<file path="src/rtl/dio_pkg.sv">
// Constants for the dual 8-bit I/O port pair.
// Assumes a plain register port with byte-wide data and one-cycle strobes.
package dio_pkg;
   localparam int DIO_ADDR_W = 3;
   localparam int DIO_DATA_W = 8;
   // Register offsets; direction shares the pin-level offset
   localparam logic [2:0] DIO_C_PIN_LEVEL_OFS = 3'h0;
   localparam logic [2:0] DIO_C_OUTPUT_VALUE_OFS = 3'h1;
   localparam logic [2:0] DIO_C_DRIVER_TYPE_OFS = 3'h2;
   localparam logic [2:0] DIO_D_PIN_LEVEL_OFS = 3'h4;
   localparam logic [2:0] DIO_D_OUTPUT_VALUE_OFS = 3'h5;
   localparam logic [2:0] DIO_D_DRIVER_TYPE_OFS = 3'h6;
   localparam logic [7:0] DIO_DIRECTION_RST = 8'h00;
   localparam logic [7:0] DIO_OUTPUT_VALUE_RST = 8'h00;
   localparam logic [7:0] DIO_DRIVER_TYPE_RST = 8'h00;
   localparam logic [7:0] DIO_UNMAPPED_READ = 8'h00;
endpackage

</file>
<file path="src/rtl/dio_port_pair.sv">
// Two 8-bit general-purpose ports with per-bit driver and pull-up control.
// Assumes pins arrive asynchronously; pad driver enables are decoded here.
//
// Functional notes
// - Two independent eight-bit ports, per-bit control.
// - Direction bit 0 input, 1 output; reset 0.
// - Direction write-only; its address reads pins.
// - Output value resets zero, always read/write.
// - Pin-level read returns live pin levels.
// - Write to pin-level address sets direction.
// - Pin level has no fixed reset value.
// - Driver type read/write, reset 0, CMOS.
// - Open drain: P off, N on for 0.
// - Driver type matters only for output pins.
// - Pull-up enabled per pin by software.
// - Pull-up on when direction 0, value 1.
// - Pull-ups off in reset and hardware standby.
`timescale 1ns/10ps
module dio_port_pair #(
   parameter int NUM_BITS = 8
) (
   input wire logic clock,
   input wire logic resetn,
   input wire logic [dio_pkg::DIO_ADDR_W-1:0] reg_addr,
   input wire logic [dio_pkg::DIO_DATA_W-1:0] reg_wdata,
   input wire logic reg_write,
   input wire logic reg_read,
   output logic [dio_pkg::DIO_DATA_W-1:0] reg_rdata,
   input wire logic hw_standby,
   input wire logic [NUM_BITS-1:0] port_c_pin_in,
   input wire logic [NUM_BITS-1:0] port_d_pin_in,
   output logic [NUM_BITS-1:0] port_c_pch_on,
   output logic [NUM_BITS-1:0] port_c_nch_on,
   output logic [NUM_BITS-1:0] port_c_pullup_on,
   output logic [NUM_BITS-1:0] port_d_pch_on,
   output logic [NUM_BITS-1:0] port_d_nch_on,
   output logic [NUM_BITS-1:0] port_d_pullup_on
);
   import dio_pkg::*;

   logic [NUM_BITS-1:0] c_dir_reg, c_dir_next, d_dir_reg, d_dir_next;
   logic [NUM_BITS-1:0] c_val_reg, c_val_next, d_val_reg, d_val_next;
   logic [NUM_BITS-1:0] c_typ_reg, c_typ_next, d_typ_reg, d_typ_next;
   logic [NUM_BITS-1:0] c_sync1_reg, c_sync2_reg, d_sync1_reg, d_sync2_reg;
   logic [DIO_DATA_W-1:0] rdata_reg, rdata_next;
   logic hw_stby1_reg, hw_stby2_reg;
   logic in_reset_reg;

   always_comb begin
      c_dir_next = c_dir_reg;
      d_dir_next = d_dir_reg;
      c_val_next = c_val_reg;
      d_val_next = d_val_reg;
      c_typ_next = c_typ_reg;
      d_typ_next = d_typ_reg;
      if (reg_write) begin
         case (reg_addr)
            DIO_C_PIN_LEVEL_OFS: c_dir_next = reg_wdata[NUM_BITS-1:0];
            DIO_D_PIN_LEVEL_OFS: d_dir_next = reg_wdata[NUM_BITS-1:0];
            DIO_C_OUTPUT_VALUE_OFS: c_val_next = reg_wdata[NUM_BITS-1:0];
            DIO_D_OUTPUT_VALUE_OFS: d_val_next = reg_wdata[NUM_BITS-1:0];
            DIO_C_DRIVER_TYPE_OFS: c_typ_next = reg_wdata[NUM_BITS-1:0];
            DIO_D_DRIVER_TYPE_OFS: d_typ_next = reg_wdata[NUM_BITS-1:0];
            default: begin
            end
         endcase
      end
   end

   always_ff @(posedge clock or negedge resetn) begin
      if (!resetn) begin
         c_dir_reg <= DIO_DIRECTION_RST[NUM_BITS-1:0];
         d_dir_reg <= DIO_DIRECTION_RST[NUM_BITS-1:0];
         c_val_reg <= DIO_OUTPUT_VALUE_RST[NUM_BITS-1:0];
         d_val_reg <= DIO_OUTPUT_VALUE_RST[NUM_BITS-1:0];
         c_typ_reg <= DIO_DRIVER_TYPE_RST[NUM_BITS-1:0];
         d_typ_reg <= DIO_DRIVER_TYPE_RST[NUM_BITS-1:0];
      end else begin
         c_dir_reg <= c_dir_next;
         d_dir_reg <= d_dir_next;
         c_val_reg <= c_val_next;
         d_val_reg <= d_val_next;
         c_typ_reg <= c_typ_next;
         d_typ_reg <= d_typ_next;
      end
   end

   // Pins synchronised, no fixed reset value
   always_ff @(posedge clock) begin
      c_sync1_reg <= port_c_pin_in;
      c_sync2_reg <= c_sync1_reg;
      d_sync1_reg <= port_d_pin_in;
      d_sync2_reg <= d_sync1_reg;
   end

   // Standby is a pin; reset flag masks pull-ups until first clocked edge
   always_ff @(posedge clock or negedge resetn) begin
      if (!resetn) begin
         hw_stby1_reg <= 1'b1;
         hw_stby2_reg <= 1'b1;
         in_reset_reg <= 1'b1;
      end else begin
         hw_stby1_reg <= hw_standby;
         hw_stby2_reg <= hw_stby1_reg;
         in_reset_reg <= 1'b0;
      end
   end

   always_comb begin
      rdata_next = DIO_UNMAPPED_READ;
      if (reg_read) begin
         case (reg_addr)
            DIO_C_PIN_LEVEL_OFS: rdata_next[NUM_BITS-1:0] = c_sync2_reg;
            DIO_D_PIN_LEVEL_OFS: rdata_next[NUM_BITS-1:0] = d_sync2_reg;
            DIO_C_OUTPUT_VALUE_OFS: rdata_next[NUM_BITS-1:0] = c_val_reg;
            DIO_D_OUTPUT_VALUE_OFS: rdata_next[NUM_BITS-1:0] = d_val_reg;
            DIO_C_DRIVER_TYPE_OFS: rdata_next[NUM_BITS-1:0] = c_typ_reg;
            DIO_D_DRIVER_TYPE_OFS: rdata_next[NUM_BITS-1:0] = d_typ_reg;
            default: rdata_next = DIO_UNMAPPED_READ;
         endcase
      end
   end

   always_ff @(posedge clock or negedge resetn) begin
      if (!resetn) begin
         rdata_reg <= DIO_UNMAPPED_READ;
      end else begin
         rdata_reg <= rdata_next;
      end
   end

   assign reg_rdata = rdata_reg;

   // Driver decode is combinational so a direction change acts at once
   for (genvar i = 0; i < NUM_BITS; i++) begin : g_bit
      always_comb begin
         port_c_pch_on[i] = 1'b0;
         port_c_nch_on[i] = 1'b0;
         port_d_pch_on[i] = 1'b0;
         port_d_nch_on[i] = 1'b0;
         if (c_dir_reg[i]) begin
            // CMOS complementary drive open drain blocks P
            port_c_pch_on[i] = c_val_reg[i] & ~c_typ_reg[i];
            port_c_nch_on[i] = ~c_val_reg[i];
         end
         if (d_dir_reg[i]) begin
            port_d_pch_on[i] = d_val_reg[i] & ~d_typ_reg[i];
            port_d_nch_on[i] = ~d_val_reg[i];
         end
         // Per-pin pull-up input and value one forced off
         port_c_pullup_on[i] = ~c_dir_reg[i] & c_val_reg[i] & resetn
            & ~in_reset_reg & ~hw_stby2_reg;
         port_d_pullup_on[i] = ~d_dir_reg[i] & d_val_reg[i] & resetn
            & ~in_reset_reg & ~hw_stby2_reg;
      end
   end

   chk_read_pins: assert property (@(posedge clock) disable iff (!resetn)
      reg_read && reg_addr == DIO_C_PIN_LEVEL_OFS |=> reg_rdata == $past(c_sync2_reg))
      else $error("pin level read wrong");
   chk_dir_write: assert property (@(posedge clock) disable iff (!resetn)
      reg_write && reg_addr == DIO_D_PIN_LEVEL_OFS |=> d_dir_reg == $past(reg_wdata))
      else $error("direction write lost");
   chk_value_read: assert property (@(posedge clock) disable iff (!resetn)
      reg_read && reg_addr == DIO_C_OUTPUT_VALUE_OFS |=> reg_rdata == $past(c_val_reg))
      else $error("output value read wrong");
   chk_type_read: assert property (@(posedge clock) disable iff (!resetn)
      reg_read && reg_addr == DIO_D_DRIVER_TYPE_OFS |=> reg_rdata == $past(d_typ_reg))
      else $error("driver type read wrong");
   chk_open_drain: assert property (@(posedge clock) disable iff (!resetn)
      (c_typ_reg & c_dir_reg) != 0 |-> (port_c_pch_on & c_typ_reg) == 0)
      else $error("p driver on in open drain");
   chk_input_float: assert property (@(posedge clock) disable iff (!resetn)
      ((port_d_pch_on | port_d_nch_on) & ~d_dir_reg) == 0)
      else $error("input pin driven");
   chk_cmos_drive: assert property (@(posedge clock) disable iff (!resetn)
      port_c_nch_on == (c_dir_reg & ~c_val_reg)
      && (port_c_pch_on & port_c_nch_on) == 0)
      else $error("cmos drive wrong");
   chk_pullup_rule: assert property (@(posedge clock) disable iff (!resetn)
      !hw_stby2_reg && !in_reset_reg |-> port_c_pullup_on == (~c_dir_reg & c_val_reg))
      else $error("pull-up mismatch");
   chk_standby_off: assert property (@(posedge clock) disable iff (!resetn)
      hw_stby2_reg |-> port_c_pullup_on == 0 && port_d_pullup_on == 0)
      else $error("pull-up on in standby");
   chk_dir_hidden: assert property (@(posedge clock) disable iff (!resetn)
      reg_read && reg_addr == DIO_D_PIN_LEVEL_OFS |=> reg_rdata == $past(d_sync2_reg))
      else $error("direction leaked on read");

   // Register writes land one edge after the strobe
   chk_dir_write_c: assert property (@(posedge clock) disable iff (!resetn)
      reg_write && reg_addr == DIO_C_PIN_LEVEL_OFS |=> c_dir_reg == $past(reg_wdata))
      else $error("port c direction write lost");
   chk_val_write_c: assert property (@(posedge clock) disable iff (!resetn)
      reg_write && reg_addr == DIO_C_OUTPUT_VALUE_OFS |=> c_val_reg == $past(reg_wdata))
      else $error("port c value write lost");
   chk_val_write_d: assert property (@(posedge clock) disable iff (!resetn)
      reg_write && reg_addr == DIO_D_OUTPUT_VALUE_OFS |=> d_val_reg == $past(reg_wdata))
      else $error("port d value write lost");
   chk_type_write_c: assert property (@(posedge clock) disable iff (!resetn)
      reg_write && reg_addr == DIO_C_DRIVER_TYPE_OFS |=> c_typ_reg == $past(reg_wdata))
      else $error("port c type write lost");
   chk_type_write_d: assert property (@(posedge clock) disable iff (!resetn)
      reg_write && reg_addr == DIO_D_DRIVER_TYPE_OFS |=> d_typ_reg == $past(reg_wdata))
      else $error("port d type write lost");

   // Registers hold unless their own offset is written
   chk_dir_hold_c: assert property (@(posedge clock) disable iff (!resetn)
      !(reg_write && reg_addr == DIO_C_PIN_LEVEL_OFS) |=> $stable(c_dir_reg))
      else $error("port c direction changed");
   chk_dir_hold_d: assert property (@(posedge clock) disable iff (!resetn)
      !(reg_write && reg_addr == DIO_D_PIN_LEVEL_OFS) |=> $stable(d_dir_reg))
      else $error("port d direction changed");
   chk_val_hold_c: assert property (@(posedge clock) disable iff (!resetn)
      !(reg_write && reg_addr == DIO_C_OUTPUT_VALUE_OFS) |=> $stable(c_val_reg))
      else $error("port c value changed");
   chk_val_hold_d: assert property (@(posedge clock) disable iff (!resetn)
      !(reg_write && reg_addr == DIO_D_OUTPUT_VALUE_OFS) |=> $stable(d_val_reg))
      else $error("port d value changed");
   chk_type_hold_c: assert property (@(posedge clock) disable iff (!resetn)
      !(reg_write && reg_addr == DIO_C_DRIVER_TYPE_OFS) |=> $stable(c_typ_reg))
      else $error("port c type changed");
   chk_type_hold_d: assert property (@(posedge clock) disable iff (!resetn)
      !(reg_write && reg_addr == DIO_D_DRIVER_TYPE_OFS) |=> $stable(d_typ_reg))
      else $error("port d type changed");
   chk_pin_nowrite_c: assert property (@(posedge clock) disable iff (!resetn)
      reg_write && reg_addr == DIO_C_PIN_LEVEL_OFS |=> $stable(c_val_reg) && $stable(c_typ_reg))
      else $error("port c pin write leaked");
   chk_pin_nowrite_d: assert property (@(posedge clock) disable iff (!resetn)
      reg_write && reg_addr == DIO_D_PIN_LEVEL_OFS |=> $stable(d_val_reg) && $stable(d_typ_reg))
      else $error("port d pin write leaked");

   // Read side
   chk_value_read_d: assert property (@(posedge clock) disable iff (!resetn)
      reg_read && reg_addr == DIO_D_OUTPUT_VALUE_OFS |=> reg_rdata == $past(d_val_reg))
      else $error("port d value read wrong");
   chk_type_read_c: assert property (@(posedge clock) disable iff (!resetn)
      reg_read && reg_addr == DIO_C_DRIVER_TYPE_OFS |=> reg_rdata == $past(c_typ_reg))
      else $error("port c type read wrong");
   chk_unmapped_read: assert property (@(posedge clock) disable iff (!resetn)
      reg_read && (reg_addr == 3'h3 || reg_addr == 3'h7) |=> reg_rdata == DIO_UNMAPPED_READ)
      else $error("unmapped read not zero");
   chk_rdata_idle: assert property (@(posedge clock) disable iff (!resetn)
      !reg_read |=> reg_rdata == DIO_UNMAPPED_READ)
      else $error("read data outside read cycle");
   chk_pin_sync_c: assert property (@(posedge clock) disable iff (!resetn)
      c_sync2_reg == $past(port_c_pin_in, 2))
      else $error("port c pin sync wrong");
   chk_pin_sync_d: assert property (@(posedge clock) disable iff (!resetn)
      d_sync2_reg == $past(port_d_pin_in, 2))
      else $error("port d pin sync wrong");

   // Driver decode, port by port
   chk_open_drain_d: assert property (@(posedge clock) disable iff (!resetn)
      (port_d_pch_on & d_typ_reg) == 0)
      else $error("port d p driver on in open drain");
   chk_od_nch_c: assert property (@(posedge clock) disable iff (!resetn)
      (port_c_nch_on & c_typ_reg) == (c_typ_reg & c_dir_reg & ~c_val_reg))
      else $error("port c open drain n driver wrong");
   chk_od_nch_d: assert property (@(posedge clock) disable iff (!resetn)
      (port_d_nch_on & d_typ_reg) == (d_typ_reg & d_dir_reg & ~d_val_reg))
      else $error("port d open drain n driver wrong");
   chk_input_float_c: assert property (@(posedge clock) disable iff (!resetn)
      ((port_c_pch_on | port_c_nch_on) & ~c_dir_reg) == 0)
      else $error("port c input pin driven");
   chk_cmos_drive_d: assert property (@(posedge clock) disable iff (!resetn)
      port_d_nch_on == (d_dir_reg & ~d_val_reg))
      else $error("port d n driver wrong");
   chk_cmos_pch_c: assert property (@(posedge clock) disable iff (!resetn)
      port_c_pch_on == (c_dir_reg & c_val_reg & ~c_typ_reg))
      else $error("port c p driver wrong");
   chk_cmos_pch_d: assert property (@(posedge clock) disable iff (!resetn)
      port_d_pch_on == (d_dir_reg & d_val_reg & ~d_typ_reg))
      else $error("port d p driver wrong");
   chk_no_dual_d: assert property (@(posedge clock) disable iff (!resetn)
      (port_d_pch_on & port_d_nch_on) == 0)
      else $error("port d both drivers on");

   // Pull-up decode
   chk_pullup_rule_d: assert property (@(posedge clock) disable iff (!resetn)
      !hw_stby2_reg && !in_reset_reg |-> port_d_pullup_on == (~d_dir_reg & d_val_reg))
      else $error("port d pull-up mismatch");
   chk_pullup_out_c: assert property (@(posedge clock) disable iff (!resetn)
      (port_c_pullup_on & c_dir_reg) == 0)
      else $error("port c pull-up on output");
   chk_pullup_out_d: assert property (@(posedge clock) disable iff (!resetn)
      (port_d_pullup_on & d_dir_reg) == 0)
      else $error("port d pull-up on output");
   chk_first_edge: assert property (@(posedge clock) disable iff (!resetn)
      in_reset_reg |-> port_c_pullup_on == 0 && port_d_pullup_on == 0)
      else $error("pull-up on right after reset");

   // Held in reset: no disable, these watch the reset itself
   chk_reset_regs: assert property (@(posedge clock)
      !resetn |-> c_dir_reg == 0 && d_dir_reg == 0 && c_val_reg == 0
      && d_val_reg == 0 && c_typ_reg == 0 && d_typ_reg == 0)
      else $error("register not zero in reset");
   chk_reset_pullup: assert property (@(posedge clock)
      !resetn |-> port_c_pullup_on == 0 && port_d_pullup_on == 0)
      else $error("pull-up on in reset");
   chk_reset_drivers: assert property (@(posedge clock)
      !resetn |-> (port_c_pch_on | port_c_nch_on | port_d_pch_on | port_d_nch_on) == 0)
      else $error("driver on in reset");
   chk_reset_rdata: assert property (@(posedge clock)
      !resetn |-> reg_rdata == DIO_UNMAPPED_READ)
      else $error("read data not zero in reset");
endmodule

</file>
<file path="config.mk">
export PLATFORM = sky130hd
export DESIGN_NAME = dio_port_pair
export DESIGN_NICKNAME = d
export VERILOG_FILES = /design/src/rtl/dio_pkg.sv /design/src/rtl/dio_port_pair.sv
export SDC_FILE = /design/constraint.sdc
export NUM_CORES = 1
export LEC_CHECK = 0
export ABC_AREA = 1
export BUFFER_PORTS_ARGS = -buffer_cell sky130_fd_sc_hd__buf_2
export CAP_MARGIN = 20
export CORE_MARGIN = 4
export CORE_UTILIZATION = 40
export DETAILED_ROUTE_END_ITERATION = 8
export HOLD_SLACK_MARGIN = 0.05
export PLACE_DENSITY_LB_ADDON = 0.3
export REMOVE_ABC_BUFFERS = 1
export SKIP_CTS_REPAIR_TIMING = 1
export SYNTH_ARGS = -nofsm -noshare
export SYNTH_HDL_FRONTEND = slang
export SYNTH_SLANG_ARGS = --single-unit
</file>
<file path="constraint.sdc">
create_clock -name clock -period 2.5 [get_ports clock]
set_input_delay 0.125 -clock clock [delete_from_list [all_inputs] [get_ports clock]]
set_output_delay 0.125 -clock clock [all_outputs]
set_load 0.005 [all_outputs]
</file>
==> results of run 1 <==
-- cell type report --
class,count,area (um2),share of cell area [%]
repair buffers,108,638,14.4
clock buffers,13,169,3.80
inverters,50,188,4.22
well taps,108,135,3.04
multi-input cells,247,1150,25.9
flip-flops and latches,91,2120,47.7
clock inverters,3,45.0,1.01
-- synth_stat cells --
master	n	area, um2
or3b_1	1	8.76
clkbuf_1	4	15.0
a21oi_1	8	40.0
and2_1	2	12.5
dfstp_2	3	78.8
nor2_4	2	22.5
conb_1	1	3.75
inv_1	47	176
o21ai_1	48	240
dfxtp_1	32	641
buf_4	3	22.5
nand3_1	32	160
nor2_2	2	12.5
nor3_1	32	160
nor2_1	25	93.8
inv_2	3	11.3
nand2_2	1	6.26
dfrtp_1	56	1400
nand4_1	9	56.3
nand2_1	81	304
nand3_2	3	30.0
buf_2	9	45.0
-- kinds of logic (layout without fill, tap and decap cells) --
group / after synthesis / after routing / synth area share [%]
buf+inv: 66 / 174 / 7.63
compound gates: 56 / 56 / 7.91
flops: 91 / 91 / 59.9
simple gates: 190 / 190 / 24.5
other cells: 1 / 1 / 0.106
-- path summary, 6_finish.rpt --
path                            slack (ps)                  end  cells past startpoint      startpoint
worst max-delay path                   500  port_c_pullup_on[3]                      5          resetn
worst min-delay path                   100         c_typ_reg[2]                      3    reg_wdata[2]
worst max register to register        1550         reg_rdata[0]                      4    d_val_reg[0]
worst min register to register         330       d_sync2_reg[7]                      0  d_sync1_reg[7]
max in group asynchronous             1520         c_typ_reg[4]                      3          resetn
min in group asynchronous              510         c_val_reg[3]                      3          resetn
-- cells in the final DEF, fill, tap and decap left out --
cell	n
a21oi_1	8
and2_1	2
buf_2	87
buf_4	3
bufinv_16	1
clkbuf_1	1
clkbuf_8	12
clkinvlp_4	2
conb_1	1
dfrtp_1	56
dfstp_2	3
dfxtp_1	32
dlygate4sd3_1	18
inv_1	47
inv_2	3
nand2_1	81
nand2_2	1
nand3_1	32
nand3_2	3
nand4_1	9
nor2_1	25
nor2_2	2
nor2_4	2
nor3_1	32
o21ai_1	48
or3b_1	1
-- power by group --
part	leakage [nW]	internal, mW	total [mW]	switching [mW]
Combinational	1.17	0.225	0.508	0.284
Clock	0.102	0.544	1.04	0.492
Sequential	1.01	1.65	1.81	0.162
Total	2.28	2.42	3.36	0.938
-- worst reg2reg max path, cell delays in order, from the launching register on --
cell and delay (ps):
dfrtp_1 430, nand3_1 100, nand2_1 50, nor2_1 150, a21oi_1 90
-- metal layers --
metal | vias up | share of wire [%] | track usage (%)
li1 | 1513 | - | -
met1 | 1405 | 46 | 25.3
met2 | 82 | 46 | 27.5
met3 | 11 | 6.4 | 3.41
met4 | 0 | 1.8 | 8.17
met5 | - | 0 | 0
-- metrics by stage --
stage / total power, mW / area [um2] / instances / utilization, %
3_5_place_dp: 2.33 / 4050 / 586 / 46.7
4_1_cts: 3.37 / 4270 / 602 / 49.2
6_report: 3.36 / 4450 / 620 / 51.2
3_3_place_gp: 2.31 / 4050 / 586 / 46.7
2_1_floorplan: 2.08 / 3460 / 388 / -
5_1_grt: 3.56 / 4450 / 620 / 51.2
==> results.yml, run 1 <==
clock_tree:
  clkTransAtPathRegs_ps: 80
  clock-sinks: 91
  clk_latency_ps: 360
  clockRootBuffer: "clkbuf_8"
  numCtsBuffers: 9
  clock_path_buffers: 2
  h-tree-depth: 3
  tritoncts: "done"
routing:
  viasPerCell: 4.86
  first_pass_iters: 4
  via_count: 3011
  wl_per_cell_um: 14.2
  routed_wl_um: 8820
  drtIter0Drc: 110
  drc: 0
  antenna_left: 0
floorplanning:
  die_area_um2: 10400
  die_h_um: 102
  start_util_pct: 40.8
  io_pins: 88
  die_width_um: 102
  rows: 34
  coreArea_um2: 8680
status:
  status: "finished, final reports clean"
logic_synthesis:
  ys_warn_count: 0
  synth_cell_types: 22
  synth_area_um2: 3540
  netlist_instances: 404
  syn_area_per_cell_um2: 8.77
  synth-seq-cells: 91
  synth-seq-area-share_pct: 59.9
global_routing:
  grt_usage_pct: 18.1
  grt_pass1_vias: 2913
  grt.overflow.total: 0
  grt_pass1_wl_um: 14300
  grt_antenna_before_repair: 0
  grt_max_degree: 60
job:
  cap_violations: 0
layout:
  drive_gt1_share_pct: 23.2
  final_net_count: 539
  fill_cells: 828
  num_antenna_cells: 0
  area_growth_pct: 25.5
worst_setup_path:
  critPathKind: "in2out"
  worstSetupEndpointType: "output port"
  startpoint_type: "input port"
  crit_family: "simple AND/OR/NAND/NOR gates"
  crit_chain: "dlygate4sd3_1, buf_2, or3b_1, nor3_1, buf_2"
  critPathArrivalTime_ps: 1870
  path_buf_inv: 3
  crit_fanout: 16
  cp_slowest_stage_delay_ps: 660
  crit_top_cell: "buf_2"
  worst_path_max_delay_cell: "or3b_1"
  worstPathRequired_ps: 2380
min_path:
  hp-class: "in2reg"
sta:
  grt_setup_unrepaired: "false"
  report.final.slew_viol_count: 0
  skew_ps: 9.97
  hold_viol_final: 0
  hold_ws_ps: 96.3
  setup_tns_ps: 0
  slew_headroom_pct: 48.2
  tightestPinTransition_ps: 775
  clock.fmax_mhz: 501
  fin_crit_sh_pct: 79.8
  setup_viol: 0
  period_needed_ps: 2000
  setup_ws_ps: 504
placement:
  pre_cts_ws_ps: 857
  gp_congestion: 0.799
  io_buffers: 87
  hpwl_um: 6030
power_and_ir_drop:
  powerDensity_nw_per_um2: 755
  power.leakage_nw: 2.28
  vdd_drop_max_uv: 256
No activity file was read; power rests on OpenSTA's default activity.
==> run 2: changes to the inputs <==
==> constraint.sdc (replaced) <==
create_clock -name clock -period 1.9 [get_ports clock]
set_input_delay 0.095 -clock clock [delete_from_list [all_inputs] [get_ports clock]]
set_output_delay 0.095 -clock clock [all_outputs]
set_load 0.005 [all_outputs]
==> results.yml, run 2 (synthesis results as in run 1) <==
global_routing:
  grtUsageMet1_pct: 25.0
  top_usage_layer: "met2"
  use_met3_pct: 3.28
  grt.overflow.total: 0
  met2_usage_pct: 27.1
  grt_pass1_wl_um: 14100
  grt_max_degree: 60
  grt_usage_pct: 17.8
  grt_antenna_before_repair: 0
  grt_pass1_vias: 2807
clock_tree:
  clock_path_buffers: 2
  h-tree-depth: 3
  tritoncts: "done"
  clkTransAtPathRegs_ps: 90
  clockRootBuffer: "clkbuf_8"
  numCtsBuffers: 9
  clock-sinks: 91
  clk_latency_ps: 360
layout:
  mostFrequentLayoutCells: "87 x buf_2, 81 x nand2_1, 56 x dfrtp_1, 48 x o21ai_1, 47 x inv_1"
  final-seq-area_um2: 2120
  mostFrequentLayoutCell: "buf_2"
  num_antenna_cells: 0
  fill_cells: 828
  design_area_um2: 4430
  instances_no_fill: 622
  area_growth_pct: 25.0
  drive_gt1_share_pct: 23.7
  multi_input_area_um2: 1150
  final_net_count: 541
floorplanning:
  coreArea_um2: 8680
  rows: 34
  die_width_um: 102
  io_pins: 88
  start_util_pct: 40.8
  die_area_um2: 10400
  die_h_um: 102
power_and_ir_drop:
  power_frac_clock_pct: 28.0
  power.leakage_nw: 2.29
  powerDensity_nw_per_um2: 960
  power_switching_mw: 1.26
  p_seq_share_pct: 56.1
  vdd_drop_max_uv: 350
  internal_power_mw: 2.99
  p_sw_share_pct: 29.7
  pwr-share-comb_pct: 15.9
sta:
  tightestPinTransition_ps: 720
  period_needed_ps: 1720
  setup_viol: 0
  report.final.slew_viol_count: 0
  grt_setup_unrepaired: "false"
  fin_crit_sh_pct: 90.3
  slew_headroom_pct: 52.0
  hold_viol_final: 0
  setup_tns_ps: 0
  skew_ps: 10.2
  clock.fmax_mhz: 583
worst_setup_path:
  critPathArrivalTime_ps: 1620
  worstPathRequired_ps: 1800
  crit_fanout: 16
  ff2ff_setup_slack_ps: 940
  critPathKind: "in2out"
  worstSetupEndpointType: "output port"
  startpoint_type: "input port"
placement:
  post-place-cells: 588
  gp_congestion: 0.794
  placement.cell_area_um2: 4070
  hpwl_um: 6170
  io_buffers: 87
routing:
  drtIter0Drc: 169
  routed_wl_um: 8970
  drc: 0
  wl_per_cell_um: 14.4
  first_pass_iters: 4
  viasPerCell: 4.82
  antenna_left: 0
  via_count: 2995
job:
  cap_violations: 0
min_path:
  hp-class: "in2reg"
status:
  status: "finished, final reports clean"
run 2: cell types whose count changed in the layout (fill, tap and decap cells not counted), sizes merged:
cell      change
clkinv        +2
clkinvlp      -2
inv           +3
bufinv        -1
clkbuf        -2
buf           +2
run 2: area by class of cell:
| class | count | share of cell area, % |
|---|---|---|
| Multi-Input combinational cell | 247 | 26.1 |
| Timing Repair Buffer | 110 | 14.8 |
| Sequential cell | 91 | 47.9 |
| Tap cell | 108 | 3.05 |
| Clock inverter | 5 | 0.791 |
| Inverter | 50 | 4.24 |
| Clock buffer | 11 | 3.19 |
run 2: final timing paths:
check / from / endpoint / cells past startpoint
worst max-delay path: resetn / port_d_pullup_on[4] / 5
worst min-delay path: reg_wdata[3] / c_typ_reg[3] / 3
worst max register to register: d_typ_reg[3] / reg_rdata[3] / 4
worst min register to register: c_sync1_reg[4] / c_sync2_reg[4] / 0
max in group asynchronous: resetn / d_typ_reg[4] / 3
min in group asynchronous: resetn / c_val_reg[3] / 3
run 2: power by group through the flow:
stage               Sequential (mW)  Clock [mW]  Combinational [mW]
floorplan                      2.35           0               0.384
global placement               2.42           0               0.626
detailed placement             2.42           0               0.652
CTS                            2.38        1.22               0.655
global route                   2.42        1.30               0.781
finish                         2.38        1.19               0.676
run 2: layer usage:
metal,vias to the layer above,share of wire [%]
li1,1517,-
met1,1390,47
met2,76,45
met3,12,6.3
met4,0,1.3
met5,-,0
run 2: through the flow:
step / util, % / hold slack [ps] / setup slack [ps] / power (mW)
4_1_cts: 48.9 / -189 / -91.9 / 4.26
5_1_grt: 51.0 / 67.7 / 103 / 4.50
2_1_floorplan: - / -201 / 711 / 2.73
6_report: 51.0 / 59.0 / 185 / 4.25
3_5_place_dp: 46.9 / 200 / 319 / 3.07
3_3_place_gp: 46.9 / 198 / 365 / 3.05
run 2: critical path: stages:
cell and delay [ps]:
dlygate4sd3_1 540, buf_2 140, or3b_4 510, nor3_1 190, buf_2 140
